`config.mk`:
```
export PLATFORM = sky130hd
export DESIGN_NAME = rcis_top
export DESIGN_NICKNAME = d
export VERILOG_FILES = /design/src/hw/rcis_pkg.sv /design/src/hw/rcis_top.sv
export SDC_FILE = /design/constraint.sdc
export NUM_CORES = 1
export LEC_CHECK = 0
export ABC_CLOCK_PERIOD_IN_PS = 2000
export BUFFER_PORTS_ARGS = -buffer_cell sky130_fd_sc_hd__buf_2
export CAP_MARGIN = 20
export CORE_UTILIZATION = 45
export CTS_CLUSTER_SIZE = 14
export DETAILED_ROUTE_END_ITERATION = 10
export MAX_ROUTING_LAYER = met4
export PLACE_DENSITY = 0.75
export REMOVE_ABC_BUFFERS = 1
export SYNTH_ARGS = -nofsm -noshare
export SYNTH_HDL_FRONTEND = slang
export SYNTH_SLANG_ARGS = --single-unit
```
`constraint.sdc`:
```
create_clock -name pclk -period 2 [get_ports pclk]
set_input_delay 0.2 -clock pclk [delete_from_list [all_inputs] [get_ports pclk]]
set_output_delay 0.2 -clock pclk [all_outputs]
set_load 0.005 [all_outputs]
```
`src/hw/rcis_pkg.sv`:
```
// rcis_pkg: register map, field layout, reset values and state record of
// the reset-cause register and interrupt-source block.
// assumes: a 32-bit APB slave on pclk with byte addresses as below.
// Functional notes
// bit 7 enables two priority levels when 1, single level when 0; resets 0.
// software brown-out bit works only when config field is 01, else reads 0.
// software brown-out bit resets to 1 when config allows it, else 0.
// reset-instruction flag bit 4 cleared by reset instruction, otherwise 1.
// watchdog flag bit 3 set by power-up, clear or sleep; cleared by timeout.
// sleep flag bit 2 set by power-up or watchdog clear; cleared by sleep.
// power-on flag bit 1 cleared on power-on reset; software writes it to 1.
// brown-out flag bit 0 cleared on brown-out reset; only firmware sets it.
// bit 5 of the reset-cause register always reads zero.
// three external pins are edge triggered; select 1 rising, 0 falling.
// selected edge sets the pin flag; enable bit low blocks the request.
// software clears a pin flag before enabling that interrupt again.
// enabled external pin interrupt wakes processor from idle or sleep.
// after wake, vector taken only when global enable set; else resume.
// pins 1 and 2 have priority bits; pin 0 is always high priority.
// timer flag set on wrap FFh to 00h, or FFFFh to 0000h in 16-bit mode.
// timer interrupt gated by its enable; priority bit in second control.
// enabled port A/B pin change sets shared flag; common enable, priority.
// on entry push return address; save working, status and bank registers.
// with single level, software sets peripheral enable for peripherals; the single-level request ignores peripheral enable.
// request raised only when flag, enable and global enable all set.
// source flag stays set until software clears it.
package rcis_pkg;
    localparam logic [7:0] RCIS_OFS_RCC  = 8'h00;
    localparam logic [7:0] RCIS_OFS_MAIN = 8'h04;
    localparam logic [7:0] RCIS_OFS_SEC  = 8'h08;
    localparam logic [7:0] RCIS_OFS_THRD = 8'h0c;
    localparam logic [7:0] RCIS_OFS_IOC  = 8'h10;
    localparam logic [7:0] RCIS_OFS_TMR  = 8'h14;
    localparam logic [7:0] RCIS_OFS_CTX  = 8'h18;

    localparam int RCC_PRIORITY_LEVELS_ENABLE = 7;
    localparam int RCC_SBOR = 6;
    localparam int RCC_RI   = 4;
    localparam int RCC_TO   = 3;
    localparam int RCC_PD   = 2;
    localparam int RCC_POR  = 1;
    localparam int RCC_BOR  = 0;

    localparam logic RCC_PRIORITY_LEVELS_ENABLE_RST = 1'b0;
    localparam logic RCC_RI_RST   = 1'b1;
    localparam logic RCC_TO_RST   = 1'b1;
    localparam logic RCC_PD_RST   = 1'b1;
    localparam logic RCC_POR_RST  = 1'b0;
    localparam logic RCC_BOR_RST  = 1'b0;

    localparam logic [1:0] RCIS_BOR_SW = 2'h1;
    localparam int         RCIS_PC_W   = 21;

    typedef struct packed {
        logic [RCIS_PC_W-1:0] pc;
        logic [7:0]           working_register;
        logic [7:0]           status;
        logic [7:0]           bank_select_register;
    } rcis_ctx_t;

    typedef struct packed {
        logic        init;
        logic        priority_levels_enable, software_brownout_enable, ri, wto, pd, por, bor;
        logic        global_irq_enable, peripheral_irq_enable, t0_en, pc_en;
        logic [2:0]  ext_en, ext_flag, ext_edge;
        logic        t0_flag, pc_flag, t0_pri, pc_pri, t0_16;
        logic [2:1]  ext_pri;
        logic [15:0] ioc_en, port_latch;
        logic [2:0]  ext_s1, ext_s2, ext_prev;
        logic [15:0] port_s1, port_s2, tcnt_prev;
        rcis_ctx_t   ctx;
        logic        push;
        logic [31:0] prdata;
    } rcis_state_t;

    localparam rcis_state_t RCIS_STATE_RST = '{
        init: 1'b0, priority_levels_enable: RCC_PRIORITY_LEVELS_ENABLE_RST, software_brownout_enable: 1'b0, ri: RCC_RI_RST,
        wto: RCC_TO_RST, pd: RCC_PD_RST, por: RCC_POR_RST,
        bor: RCC_BOR_RST, default: '0};
endpackage : rcis_pkg

```
`src/hw/rcis_top.sv`:
```
// rcis_top: reset-cause register, external pin, timer wrap and port change
// interrupt sources, priority split and context capture on entry.
// assumes: core events and timer count are on pclk; pins are asynchronous;
// brownout_config_field is static configuration.
`timescale 1ns/1ps
`default_nettype none
module rcis_top
    import rcis_pkg::*;
(
    input  wire logic        pclk,                  // system clock
    input  wire logic        presetn,               // async reset, low
    input  wire logic        psel,                  // apb select
    input  wire logic        penable,               // apb access phase
    input  wire logic        pwrite,                // apb direction
    input  wire logic [7:0]  paddr,                 // apb byte address
    input  wire logic [31:0] pwdata,                // apb write data
    input  wire logic [3:0]  pstrb,                 // apb byte strobes
    output logic      [31:0] prdata,                // apb read data
    output logic             pready,                // apb ready
    output logic             pslverr,               // apb error
    input  wire logic [1:0]  brownout_config_field, // brown-out config
    input  wire logic        por_event,             // power-on reset seen
    input  wire logic        bor_event,             // brown-out reset seen
    input  wire logic        reset_instr_event,     // reset instruction
    input  wire logic        wdt_timeout_event,     // watchdog timeout
    input  wire logic        wdt_clear_event,       // watchdog clear instr
    input  wire logic        sleep_event,           // sleep instruction
    input  wire logic [2:0]  ext_pin,               // external irq pins
    input  wire logic [7:0]  port_a_pins,           // port a inputs
    input  wire logic [7:0]  port_b_pins,           // port b inputs
    input  wire logic        port_read_strobe,      // port a/b access
    input  wire logic [15:0] timer_zero_count,      // high:low count
    input  wire logic        core_irq_ack,          // interrupt entry
    input  wire rcis_ctx_t   core_ctx,              // live core context
    output logic             irq_high,              // high level request
    output logic             irq_low,               // low level request
    output logic             wake_req,              // wake from sleep
    output logic             bor_sw_enable,         // brown-out detect on
    output logic             stack_push,            // return stack push
    output rcis_ctx_t        saved_ctx              // pushed/saved context
);
    rcis_state_t q;
    rcis_state_t d;
    logic [2:0]  ext_hit;
    logic [15:0] mismatch;
    logic        t0_wrap;
    logic        sw_bor;
    logic        setup_rd;
    logic        acc_wr;
    logic        mapped;
    logic [4:0]  pend;
    logic [4:0]  pri_hi;
    logic        any_hi;
    logic        any_lo;

    // hardware set beats a software clear landing in the same cycle
    function automatic logic sticky(input logic cur, input logic set,
                                    input logic wr, input logic wbit);
        return set | (wr ? wbit : cur);
    endfunction : sticky

    function automatic logic hit(input logic wr, input logic [7:0] a,
                                 input logic [7:0] ofs);
        return wr && (a == ofs);
    endfunction : hit

    // edge detection on synchronised pins only
    assign ext_hit = (q.ext_edge & q.ext_s2 & ~q.ext_prev)
                   | (~q.ext_edge & ~q.ext_s2 & q.ext_prev);
    // mismatch keeps setting the flag until a port access relatches
    assign mismatch = (q.port_s2 ^ q.port_latch) & q.ioc_en;
    assign t0_wrap = q.t0_16 ?
        (q.tcnt_prev == 16'hffff && timer_zero_count == 16'h0000) :
        (q.tcnt_prev[7:0] == 8'hff && timer_zero_count[7:0] == 8'h00);
    assign sw_bor = (brownout_config_field == RCIS_BOR_SW);
    assign setup_rd = psel && !penable && !pwrite;
    assign acc_wr = psel && penable && pwrite;
    assign mapped = (paddr <= RCIS_OFS_CTX) && (paddr[1:0] == 2'h0);

    // order: ext0, ext1, ext2, timer, port change
    assign pend = {q.pc_flag & q.pc_en, q.t0_flag & q.t0_en,
                   q.ext_flag & q.ext_en};
    assign pri_hi = {q.pc_pri, q.t0_pri, q.ext_pri, 1'b1};
    assign any_hi = |(pend & pri_hi);
    assign any_lo = |(pend & ~pri_hi);

    always_comb begin
        // single level: all sources share one request behind the global gate
        if (!q.priority_levels_enable) begin
            irq_high = (|pend) && q.global_irq_enable;
            irq_low = 1'b0;
        end else begin
            irq_high = any_hi && q.global_irq_enable;
            irq_low = any_lo && q.global_irq_enable && q.peripheral_irq_enable;
        end
    end

    // wake ignores the global gate; the vector then follows irq_* only
    assign wake_req = |pend;
    assign bor_sw_enable = sw_bor && q.software_brownout_enable;
    assign pready = 1'b1;
    assign pslverr = psel && penable && !mapped;
    assign prdata = q.prdata;
    assign stack_push = q.push;
    assign saved_ctx = q.ctx;

    always_comb begin
        d = q;
        d.ext_s1 = ext_pin;
        d.ext_s2 = q.ext_s1;
        d.ext_prev = q.ext_s2;
        d.port_s1 = {port_b_pins, port_a_pins};
        d.port_s2 = q.port_s1;
        d.tcnt_prev = timer_zero_count;
        d.push = 1'b0;

        // configuration caught on the first edge after reset release
        if (!q.init) begin
            d.init = 1'b1;
            d.software_brownout_enable = sw_bor;
        end

        if (hit(acc_wr, paddr, RCIS_OFS_RCC) && pstrb[0]) begin
            d.priority_levels_enable = pwdata[RCC_PRIORITY_LEVELS_ENABLE];
            if (sw_bor) begin
                d.software_brownout_enable = pwdata[RCC_SBOR];
            end
            d.ri = pwdata[RCC_RI];
            d.por = pwdata[RCC_POR];
            d.bor = pwdata[RCC_BOR];
        end
        if (hit(acc_wr, paddr, RCIS_OFS_MAIN) && pstrb[0]) begin
            d.global_irq_enable = pwdata[7];
            d.peripheral_irq_enable = pwdata[6];
            d.t0_en = pwdata[5];
            d.ext_en[0] = pwdata[4];
            d.pc_en = pwdata[3];
        end
        if (hit(acc_wr, paddr, RCIS_OFS_SEC) && pstrb[0]) begin
            d.ext_edge = pwdata[6:4];
            d.t0_pri = pwdata[2];
            d.pc_pri = pwdata[0];
        end
        if (hit(acc_wr, paddr, RCIS_OFS_THRD) && pstrb[0]) begin
            d.ext_pri = pwdata[7:6];
            d.ext_en[2:1] = pwdata[4:3];
        end
        if (hit(acc_wr, paddr, RCIS_OFS_IOC)) begin
            if (pstrb[0]) begin
                d.ioc_en[7:0] = pwdata[7:0];
            end
            if (pstrb[1]) begin
                d.ioc_en[15:8] = pwdata[15:8];
            end
        end
        if (hit(acc_wr, paddr, RCIS_OFS_TMR) && pstrb[0]) begin
            d.t0_16 = pwdata[0];
        end

        // hardware reset-cause events override a same-cycle write
        if (por_event) begin
            d.por = 1'b0;
        end
        if (bor_event) begin
            d.bor = 1'b0;
        end
        if (reset_instr_event) begin
            d.ri = 1'b0;
        end
        if (por_event || wdt_clear_event) begin
            d.wto = 1'b1;
            d.pd = 1'b1;
        end
        if (sleep_event) begin
            d.wto = 1'b1;
            d.pd = 1'b0;
        end
        if (wdt_timeout_event) begin
            d.wto = 1'b0;
        end

        d.ext_flag[0] = sticky(q.ext_flag[0], ext_hit[0],
            hit(acc_wr, paddr, RCIS_OFS_MAIN) && pstrb[0],
            pwdata[1]);
        d.ext_flag[2:1] = {
            sticky(q.ext_flag[2], ext_hit[2],
                hit(acc_wr, paddr, RCIS_OFS_THRD) && pstrb[0], pwdata[1]),
            sticky(q.ext_flag[1], ext_hit[1],
                hit(acc_wr, paddr, RCIS_OFS_THRD) && pstrb[0], pwdata[0])
        };
        d.t0_flag = sticky(q.t0_flag, t0_wrap,
            hit(acc_wr, paddr, RCIS_OFS_MAIN) && pstrb[0],
            pwdata[2]);
        d.pc_flag = sticky(q.pc_flag, |mismatch,
            hit(acc_wr, paddr, RCIS_OFS_MAIN) && pstrb[0],
            pwdata[0]);
        if (port_read_strobe) begin
            d.port_latch = q.port_s2;
        end

        if (core_irq_ack) begin
            d.ctx = core_ctx;
            d.push = 1'b1;
        end

        // read data is registered in setup so access completes at once
        if (setup_rd) begin
            case (paddr)
                RCIS_OFS_RCC:  d.prdata = {24'h000000, q.priority_levels_enable,
                    q.software_brownout_enable & sw_bor, 1'b0, q.ri, q.wto, q.pd,
                    q.por, q.bor};
                RCIS_OFS_MAIN: d.prdata = {24'h000000, q.global_irq_enable, q.peripheral_irq_enable,
                    q.t0_en, q.ext_en[0], q.pc_en, q.t0_flag,
                    q.ext_flag[0], q.pc_flag};
                RCIS_OFS_SEC:  d.prdata = {24'h000000, 1'b0, q.ext_edge,
                    1'b0, q.t0_pri, 1'b0, q.pc_pri};
                RCIS_OFS_THRD: d.prdata = {24'h000000, q.ext_pri, 1'b0,
                    q.ext_en[2:1], 1'b0, q.ext_flag[2:1]};
                RCIS_OFS_IOC:  d.prdata = {16'h0000, q.ioc_en};
                RCIS_OFS_TMR:  d.prdata = {31'h00000000, q.t0_16};
                RCIS_OFS_CTX:  d.prdata = {8'h00, q.ctx.bank_select_register,
                    q.ctx.status, q.ctx.working_register};
                default:       d.prdata = 32'h00000000;
            endcase
        end
    end

    always_ff @(posedge pclk or negedge presetn) begin
        if (!presetn) begin
            q <= RCIS_STATE_RST;
        end else begin
            q <= d;
        end
    end
endmodule : rcis_top
`default_nettype wire

```
Yosys cells after proc, flatten, opt, wreduce, memory -nomap -nowiden. Cells that the tools add are included.

Register bits: 195. Latch bits: 0. Bits in writable memories: 0. Bits in read-only memories: 0. Logic and storage cells: 132. Memories kept: 0.

$add $sub $neg: 0. Multipliers: 0. Divide/modulo/power cells: 0. Magnitude comparators: 1. Equal/unequal tests: 9. Shift-type cells: 0. Muxes and demuxes: 20. Bitwise operators: 22. Reductions and logical operators: 43.

Operators with widths (number): case mux 24 bit (7 select lines) (1); == test 8 x 5 -> 1 bit, second input constant (3); logical AND 1 bit (24); AND 16 bit (1); == test 16 bit, second input constant (1); == test 8 x 4 -> 1 bit, second input constant (2); logical NOT 16 bit (1); logical NOT 8 bit (2); OR reduction 16 bit (1); bitwise XOR 16 bit (1); AND 3 bit (5); two-way mux 1 bit (15); OR reduction 5 bit (3); AND 5 bit (2); inverter 3 bit (3); == test 8 x 3 -> 1 bit, second input constant (1); == test 8 bit, second input constant (1); less-or-equal comparator 8 x 5 -> 1 bit, second input constant (1); two-way mux 2 bit (4); nonzero test 2 bit (4); inverter 5 bit (1); OR 1 bit (5); AND reduction 2 bit (2); AND 1 bit (3); 6 further kinds (8).

Depth between registers and ports, before layout. Gate-level depths: netlist of run 1.

Word-level depth: 6. Depth in mapped cells: 7. Depth with buffers taken out: 4.

Worst setup path before layout of run 1. Ideal clock, no wire load.

Kind: input -> register. From: in paddr[3]. To: reg q[159] (netlist name). Arrival time: 1.686 ns. Required time: 1.875 ns. Path slack: 0.189 ns. Stages on the path: 4. Buffers on the path: 1. Cells stage by stage: buf_6 > or4b_4 > nor4_4 > mux2_2.

Cells in the longest elaborated chain, start to end: 3.

RTL lines: start: declaration (line rcis_top.sv:15) `input wire logic [7:0] paddr,`; == test 8 x 5 -> 1 bit (line rcis_top.sv:64) `return wr && (a == ofs);`; logical AND 1 bit (line rcis_top.sv:64); AND reduction 2 bit (no source line); end signal: assignment (line rcis_top.sv:230) `q <= RCIS_STATE_RST;`; end signal: assignment (line rcis_top.sv:232) `q <= d;`; end: declaration (line rcis_top.sv:42) `rcis_state_t q;`.

Every way passes these cells. A chain may end at the register's enable or synchronous reset.

==> results_dict.tcl, run 1 <==
set metrics [dict create \
    max_freq_mhz 518.0 \
    skew_ns 0.009352 \
    outcome "finished clean" \
    cp_top_family "buffers and inverters" \
    tightestPinTransition_ns 0.6659 \
    dp.cells 966 \
    port_buffers 195 \
    grt_pass1_wl_mm 28.55 \
    rsz0062_at_grt "no" \
    path_cells "dlygate4sd3_1 > buf_2 > or4_1 > o41ai_1 > buf_4 > nand4_1 > nand2_1" \
    crit_path_start_kind "input pin" \
    die_x_um 134.9 \
    cts_hold_buf 94 \
    cts.sinks 187 \
    synth_edf_count 0 \
    tns_ns 0 \
    sw_frac_of_total_pct 25.54 \
    grt_usage_pct 21.60 \
    dr.first_iter.drc_count 251 \
    cp-end-kind "register" \
    path_buf_inv 3 \
    cts_buffers 17 \
    drt-total-wl_mm 18.20 \
    period_minus_slack_ns 1.931 \
    synth.avg_cell_area_um2 12.86 \
    boundaryPins 223 \
    stdcell_area_um2 10300 \
    ir_drop_v 0.0005777 \
    antenna_found_initial 2 \
    synth_async_sr_flop_share_pct 100.0 \
    path_max_fanout 2 \
    cts_root_buffer "clkbuf_16" \
    crit_type "input pin to register" \
    p_leak_nw 4.948 \
    rows 48 \
    max_stage_delay_ns 0.54 \
    vias_per_cell 5.016 \
    p_per_area_nw_per_um2 802.2 \
    maxCapViolCount 0 \
    ys_types 53 \
    cts_tree "done" \
    ant_nets 0 \
    clockPowerShare_pct 39.9 \
    postCtsSetupBuffers 0 \
    wl_per_cell_um 16.64 \
    final_cells 1094 \
    gp_congestion 0.8501 \
    syn_area_um2 7948 \
    grt_max_degree 64 \
    cp.required_ns 2.37 \
    cp_slowest_cell "dlygate4sd3_1" \
    drive_gt1_share_pct 41.29 \
    drv_slew 0 \
    firstDrtPassIters 4 \
    worstSkewPairLatency_ns 0.43 \
    n_fill_cell 1383 \
    ctsLongestPathBuffers 2 \
    ys.warnings.count 0 \
    start_util_pct 45.95 \
    clk_pin_slew_worst_paths_ns 0.07 \
    synthCells 618 \
    worstHoldPathType "input pin to register" \
    fin_crit_sh_pct 96.53 \
    vias 5488 \
    seq_power_share_pct 49.9 \
    dpl_cell_area_um2 8763 \
    setup_violations 0 \
    cp_data_arrival_time_ns 2.30 \
    synthFlopType "dfrtp_1" \
    comb_power_share_pct 10.2 \
    die_y_um 134.9 \
    overflow 0 \
    dp_hpwl_mm 12.52 \
    core_region_area_um2 17300 \
    power.switching_w 0.002110 \
    hold_viol_final 0 \
    area_growth_pct 29.58 \
    nNetsFinal 993 \
    htreeDepth 4 \
    ys_ff_latch 187 \
    dieArea_um2 18200 \
    drc 0 \
    p_int_w 0.006151 \
    ys_seq_area_share_pct 58.93 \
    cts_resized 0 \
    grt_pass1_vias 5600 \
    relSlewSlack_pct 55.61 \
]
-- placed cells by master, fill, tap and decap left out, drive strengths merged, types with 2 or more instances in the layout --
master / count
dfrtp: 184
a211o: 2
and3: 2
and2: 2
nor4: 4
diode: 2
nand4: 8
buf: 217
a21oi: 6
xor2: 16
nand2: 44
a22o: 4
or4: 2
nand4b: 2
mux2i: 15
and4: 3
a22oi: 21
dfstp: 3
o22ai: 5
nand3: 17
nor3: 5
a21boi: 2
clkinv: 5
or3: 2
clkbuf: 18
o21ai: 22
nand2b: 3
nor2: 14
dlygate4sd3: 94
inv: 10
nand3b: 3
mux2: 97
nor2b: 7
nor3b: 2
a211oi: 3
conb: 10
-- synth_stat cells (all sizes together), types with 3 or more instances --
library cell / number / area share, %
a22oi: 21 / 2.0
dfrtp: 184 / 58
nand2b: 3 / 0.24
buf: 88 / 8.0
nand2: 44 / 2.2
nor2: 14 / 0.66
a211oi: 3 / 0.28
and4: 3 / 0.33
a22o: 4 / 0.44
nor2b: 7 / 0.55
nand3b: 3 / 0.28
clkbuf: 15 / 0.71
nand3: 17 / 1.1
o22ai: 5 / 0.39
o21ai: 22 / 1.4
nand4: 8 / 0.71
dfstp: 3 / 0.99
nor3: 5 / 0.46
mux2i: 15 / 1.9
xor2: 16 / 1.8
mux2: 97 / 14
a21oi: 6 / 0.38
nor4: 4 / 0.58
-- layer usage --
metal / track usage (%) / part of all wire (%)
met1: 25.62 / 41
met2: 35.48 / 51
met3: 4.429 / 5.2
met4: 9.800 / 3.1
met5: - / 0
-- power groups by stage --
stage | sequential [W] | clock [W] | combinational (W)
2_1_floorplan | 0.00417 | 0 | 0.000260
3_3_place_gp | 0.00419 | 0 | 0.000685
3_5_place_dp | 0.00420 | 0 | 0.000702
4_1_cts | 0.00412 | 0.00339 | 0.000849
5_1_grt | 0.00415 | 0.00355 | 0.000927
6_report | 0.00412 | 0.00329 | 0.000845
-- cell families after synthesis --
group           synth area share [%]
compound gates                 6.030
xor+xnor                       1.763
buf+inv                        8.690
flops                          58.93
mux                            15.63
other cells                  0.09449
simple gates                   8.863
-- sequential cells by signal, summed over array words and instances (netlist names) --
name        cells
prdata         24
pri_hi          4
q              91
d              22
stack_push      1
saved_ctx      45
-- layout make-up --
cell class	instances	area, um^2	area share [%]
sequential	187	4683	45.47
multi-input combinational	336	2604	25.28
timing repair buffer	312	2136	20.74
clock buffer	17	425.4	4.131
tap	225	281.5	2.734
clock inverter	15	163.9	1.592
antenna	2	5.005	0.04860
-- per-stage QoR --
stage / setup slack, ns / total power, W / utilization, % / hold WS (ns)
3_3_place_gp: 0.08119 / 0.004872 / 50.67 / 0.2214
3_5_place_dp: 0.01929 / 0.004899 / 50.67 / 0.2233
2_1_floorplan: 0.3085 / 0.004429 / - / -0.09559
4_1_cts: 0.06778 / 0.008358 / 59.51 / 0.0004418
6_report: 0.06938 / 0.008261 / 59.54 / 0.02077
5_1_grt: 0.006603 / 0.008630 / 59.54 / 0.01031
-- final timing paths --
path	slack (ns)	cells past startpoint	startpoint	to
setup / recovery	0.07	7	timer_zero_count[9]	q[173]
hold / removal	0.02	2	core_ctx[27]	saved_ctx[27]
setup reg to reg	0.62	5	q[92]	q[173]
hold reg to reg	0.35	0	d[130]	d[127]
max in group asynchronous	1.02	3	presetn	q[191]
min in group asynchronous	0.32	2	presetn	q[140]
Note: power is estimated with default switching activity, not from simulation.
==> inputs of run 2 (changes only) <==
CORE_UTILIZATION = 56   (was 45)
PLACE_DENSITY = 0.9   (was 0.75)
==> run 2 against run 1 <==
Effect of this change: global-route usage up 5.2 points; wire length up 0.13%; the run now ends with design-rule violations left; cell count down 6.0%; worst setup slack better by 0.071 ns; count of clock-buffer cells in the layout up 2; die area down 19%; via count up 0.36%; sequential power about the same; combinational power down 3.4%; clock skew down 0.0028 ns; clock power up 9.1%; largest cell class unchanged.
==> results_dict.tcl, run 2 (same netlist as run 1, synthesis figures left out) <==
set metrics [dict create \
    outcome "finished, violations left" \
    violations "design-rule violations" \
    nNetsFinal 973 \
    mostFrequentLayoutCells "194 x buf_2, 184 x dfrtp_1, 97 x mux2_2" \
    tns_ns 0 \
    drc 4 \
    use_met1_pct 30.87 \
    die_x_um 121.1 \
    skew_ns 0.006543 \
    worstHoldPathType "input pin to register" \
    cts.sinks 187 \
    dieArea_um2 14670 \
    max_freq_mhz 537.7 \
    ctsLongestPathBuffers 2 \
    core_region_area_um2 13880 \
    grt_max_degree 58 \
    final_common_cell "buf_2" \
    largest-register "q" \
    dp_hpwl_mm 12.03 \
    p_per_area_nw_per_um2 844.5 \
    power_w 0.008534 \
    cp-end-kind "output port" \
    stdcell_area_um2 10110 \
    area_growth_pct 27.16 \
    min_path_cells 2 \
    vias 5508 \
    cts_buffers 17 \
    n_fill_cell 877 \
    grt_pass1_wl_mm 28.54 \
    grt_usage_pct 26.82 \
    vias_per_cell 5.358 \
    whs_ns 0.01873 \
    antenna_found_initial 1 \
    busiest_layer "met2" \
    start_util_pct 57.26 \
    crit_type "register to output port" \
    cts_tree "done" \
    met3_usage_pct 6.861 \
    drt-total-wl_mm 18.22 \
    die_y_um 121.1 \
    final_cells 1028 \
    grt_pass1_vias 5733 \
    rsz0062_at_grt "no" \
    relSlewSlack_pct 56.10 \
    overflow 0 \
    htreeDepth 4 \
    path_max_fanout 5 \
    maxCapViolCount 0 \
    rows 43 \
    gp_congestion 0.8734 \
    cts_root_buffer "clkbuf_16" \
    setup_violations 0 \
    dpl_cell_area_um2 8670 \
    tightestPinTransition_ns 0.6585 \
    ir_drop_v 0.0006785 \
    grtUsageMet2_pct 44.71 \
    period_minus_slack_ns 1.860 \
    cp_data_arrival_time_ns 1.66 \
    boundaryPins 223 \
    drv_slew 0 \
    wl_per_cell_um 17.73 \
    fin_crit_sh_pct 92.99 \
    largest_reg_flops 91 \
    reg2regPathDepth 4 \
    ant_nets 0 \
    port_buffers 195 \
    p_leak_nw 4.873 \
    firstDrtPassIters 9 \
    worstSkewPairLatency_ns 0.42 \
    dr.first_iter.drc_count 328 \
    dp.cells 916 \
    cp.required_ns 1.80 \
    drive_gt1_share_pct 41.68 \
    hold_viol_final 0 \
    crit_path_start_kind "register" \
    clk_pin_slew_worst_paths_ns 0.07 \
]
run 2: cell types whose count changed in the layout (fill, tap and decap cells not counted), sizes merged:
cell / delta
clkinv: -2
clkinvlp: +4
inv: -8
clkbuf: +2
dlygate4sd3: -15
diode: -1
bufinv: +4
buf: -5
run 2: final timing paths:
kind / startpoint / slack, ns / endpoint
setup / recovery: q[173] / 0.14 / irq_high
hold / removal: core_ctx[22] / 0.02 / saved_ctx[22]
setup reg to reg: q[142] / 0.58 / q[172]
hold reg to reg: d[99] / 0.34 / q[99]
max in group asynchronous: presetn / 1.01 / q[191]
min in group asynchronous: presetn / 0.32 / saved_ctx[21]
run 2: through the flow:
stage	utilization, %	worst slack (ns)
2_1_floorplan	-	0.3085
3_3_place_gp	62.46	0.1629
3_5_place_dp	62.46	0.1420
4_1_cts	72.72	0.08729
5_1_grt	72.81	0.01860
6_report	72.81	0.1402
run 2: worst max-delay path, stage by stage (launching register included):
cell and delay, ns:
dfrtp_1 0.42, a22oi_1 0.24, nand4_1 0.19, o21ai_1 0.18, a41oi_1 0.06, buf_2 0.15
run 2: where the power goes:
| group | internal [W] | leakage [nW] | switching [W] |
|---|---|---|---|
| sequential | 0.00399 | 2.31 | 0.000140 |
| clock | 0.00217 | 0.302 | 0.00142 |
| combinational | 0.000460 | 2.27 | 0.000356 |
| total | 0.00662 | 4.87 | 0.00192 |
run 2: cell type report:
class / count / area, um^2 / share of cell area [%]
Timing Repair Buffer: 292 / 1948 / 19.28
Tap cell: 180 / 225.2 / 2.229
Multi-Input combinational cell: 336 / 2604 / 25.76
Clock inverter: 13 / 190.2 / 1.882
Clock buffer: 19 / 452.9 / 4.482
Sequential cell: 187 / 4683 / 46.34
Antenna cell: 1 / 2.502 / 0.02476
run 2: per-layer routing:
layer	vias up	part of all wire (%)
li1	2528	-
met1	2708	40
met2	236	51
met3	36	6.3
met4	0	2.8
met5	-	0
run 2: what timing repair did:
item                                    CTS  global route
setup buffers                             0             0
endpoints found under the setup margin    0             1
hold buffers                             78             1
resized for setup                         0             1
endpoints found under the hold margin   128             1
==> inputs of run 3 (changes only) <==
ABC_AREA = 1   (was not set)
CORE_UTILIZATION = 57   (was 56)
CTS_BUF_LIST = sky130_fd_sc_hd__clkbuf_4 sky130_fd_sc_hd__clkbuf_8 sky130_fd_sc_hd__clkbuf_16   (was not set)
PLACE_DENSITY = 0.91   (was 0.9)
==> run 3 against run 2 <==
Effect of this change: the run now ends clean; sequential share of layout area shrank 0.32 points; utilization up 0.22 points; count of clock-buffer cells in the layout is 1 lower; synthesized cell count up 31%; clock power shrank 7.5%; via count grew 14%; cell count grew 18%; critical endpoint unchanged; largest power group unchanged.
==> results_dict.tcl, run 3 <==
set metrics [dict create \
    drt-total-wl_mm 19.75 \
    overflow 0 \
    cts_root_buffer "clkbuf_16" \
    wl_per_cell_um 16.29 \
    rsz0062_at_grt "no" \
    hold_viol_final 0 \
    yosys.cell_count.top_type "dfrtp_1" \
    fin_crit_sh_pct 88.77 \
    gp_congestion 0.9084 \
    max_stage_delay_ns 0.42 \
    dp_hpwl_mm 13.14 \
    synth_commonest_cells "184 x dfrtp_1, 176 x nand2_1, 81 x buf_4, 54 x nor2_1, 52 x inv_1" \
    ys.warnings.count 0 \
    die_x_um 121.8 \
    p_per_area_nw_per_um2 807.0 \
    whs_ns 0.008883 \
    vias_per_cell 5.191 \
    die_y_um 121.8 \
    tightestPinTransition_ns 0.6127 \
    grt_max_degree 65 \
    p_leak_nw 5.162 \
    path_max_fanout 3 \
    cp_data_arrival_time_ns 1.58 \
    cts_buffers 17 \
    port_buffers 195 \
    worstSkewPairLatency_ns 0.44 \
    htreeDepth 4 \
    core_region_area_um2 13930 \
    cp.depth 7 \
    final_cells 1212 \
    tns_ns 0 \
    drive_gt1_share_pct 31.23 \
    path_buf_inv 1 \
    ys_seq_area_share_pct 57.26 \
    path_cells "nand2_1 > nand2_1 > nor2_1 > nand3_1 > o21ai_0 > a21oi_1 > buf_2" \
    ys_types 40 \
    cp_top_family "flip-flops" \
    largest-register "q" \
    max_freq_mhz 563.2 \
    synth.avg_cell_area_um2 10.11 \
    synth.area.top_cells "dfrtp_1 56%, nand2_1 8.1%, buf_4 7.4%" \
    period_minus_slack_ns 1.775 \
    synth_edf_count 0 \
    skew_ns 0.007135 \
    ant_nets 0 \
    area_growth_pct 24.41 \
    nNetsFinal 1157 \
    rows 43 \
    clk_pin_slew_worst_paths_ns 0.07 \
    cp_common_cell "nand2_1" \
    ys_ff_latch 187 \
    yosys.area.top_type "dfrtp_1" \
    firstDrtPassIters 5 \
    antenna_found_initial 0 \
    maxCapViolCount 0 \
    power_w 0.008212 \
    vias 6292 \
    synthFlopType "dfrtp_1" \
    postCtsSetupBuffers 0 \
    drv_slew 0 \
    cp.required_ns 1.80 \
    reg2regPathDepth 7 \
    grt_pass1_wl_mm 31.71 \
    dp.cells 1100 \
    dpl_worst_slack_ns 0.3804 \
    worstHoldPathType "input pin to register" \
    start_util_pct 58.70 \
    worst_slack_ns 0.2245 \
    outcome "finished clean" \
    boundaryPins 223 \
    drc 0 \
    synthCells 809 \
    cts_hold_buf 79 \
    dr.first_iter.drc_count 427 \
    dieArea_um2 14830 \
    cp-end-kind "output port" \
    synth_top_area_share_pct 56.29 \
    synth_async_sr_flop_share_pct 100.0 \
    syn_area_um2 8179 \
    relSlewSlack_pct 59.15 \
    min_path_cells 3 \
    cts_tree "done" \
    cts_resized 0 \
    n_fill_cell 927 \
    ctsLongestPathBuffers 2 \
    setup_violations 0 \
    cp_slowest_cell "dfrtp_1" \
    crit_type "register to output port" \
    ir_drop_v 0.0005832 \
    grt_usage_pct 29.35 \
    grt_pass1_vias 6444 \
    largest_reg_flops 91 \
    final_common_cell "buf_2" \
    crit_path_start_kind "register" \
    mostFrequentLayoutCells "194 x buf_2, 184 x dfrtp_1, 176 x nand2_1" \
    cts.sinks 187 \
]
[run 3: through the flow]
step / cell area (um^2) / utilization (%)
finish: 10180 / 73.03
global route: 10170 / 73.01
CTS: 10170 / 73.01
detailed placement: 8792 / 63.10
global placement: 8792 / 63.10
floorplan: 7472 / -
[run 3: layout make-up]
cell class	count	area (um^2)	share of cell area [%]
multi-input cells	473	2571	25.27
clock buffers	18	439.2	4.316
inverters	57	217.7	2.139
diodes	1	2.502	0.02459
flip-flops and latches	187	4683	46.02
well taps	180	225.2	2.213
repair buffers	282	1886	18.53
clock inverters	14	151.4	1.488
[run 3: worst paths after layout]
| kind | startpoint | endpoint | slack, ns |
|---|---|---|---|
| max in group asynchronous | presetn | q[190] | 1.04 |
| min in group asynchronous | presetn | q[100] | 0.29 |
| max reg2reg | q[137] | q[172] | 0.63 |
| min | core_ctx[3] | saved_ctx[3] | 0.009 |
| min reg2reg | d[131] | d[128] | 0.34 |
| max | q[177] | irq_high | 0.22 |
[run 3: report_power, final]
| group | internal, W | switching [W] |
|---|---|---|
| sequential | 0.00398 | 0.000115 |
| combinational | 0.000403 | 0.000395 |
| clock | 0.00180 | 0.00153 |
| total | 0.00618 | 0.00204 |
[run 3: routing by layer]
metal  GRT usage (%)  wire (um)
met2           47.49       9910
met5               -          0
met4           14.35        796
met3           6.133       1199
met1           34.97       7843
[run 3: cell families after synthesis]
family          count (synthesis)  share of synthesized area (%)
simple gates                  315                          17.50
flops                         187                          57.26
buf+inv                       157                          11.67
compound gates                104                          7.450
mux                            43                          5.920
other cells                     2                        0.09182
xor+xnor                        1                         0.1071
[run 3: worst reg2reg max path: stages (launching register included)]
cell     delay, ns
dfrtp_1       0.40
or2_2         0.30
nand3_1       0.08
nand2_1       0.06
nor2_1        0.09
nand2_1       0.05
nor2_1        0.18
nand2_1       0.08
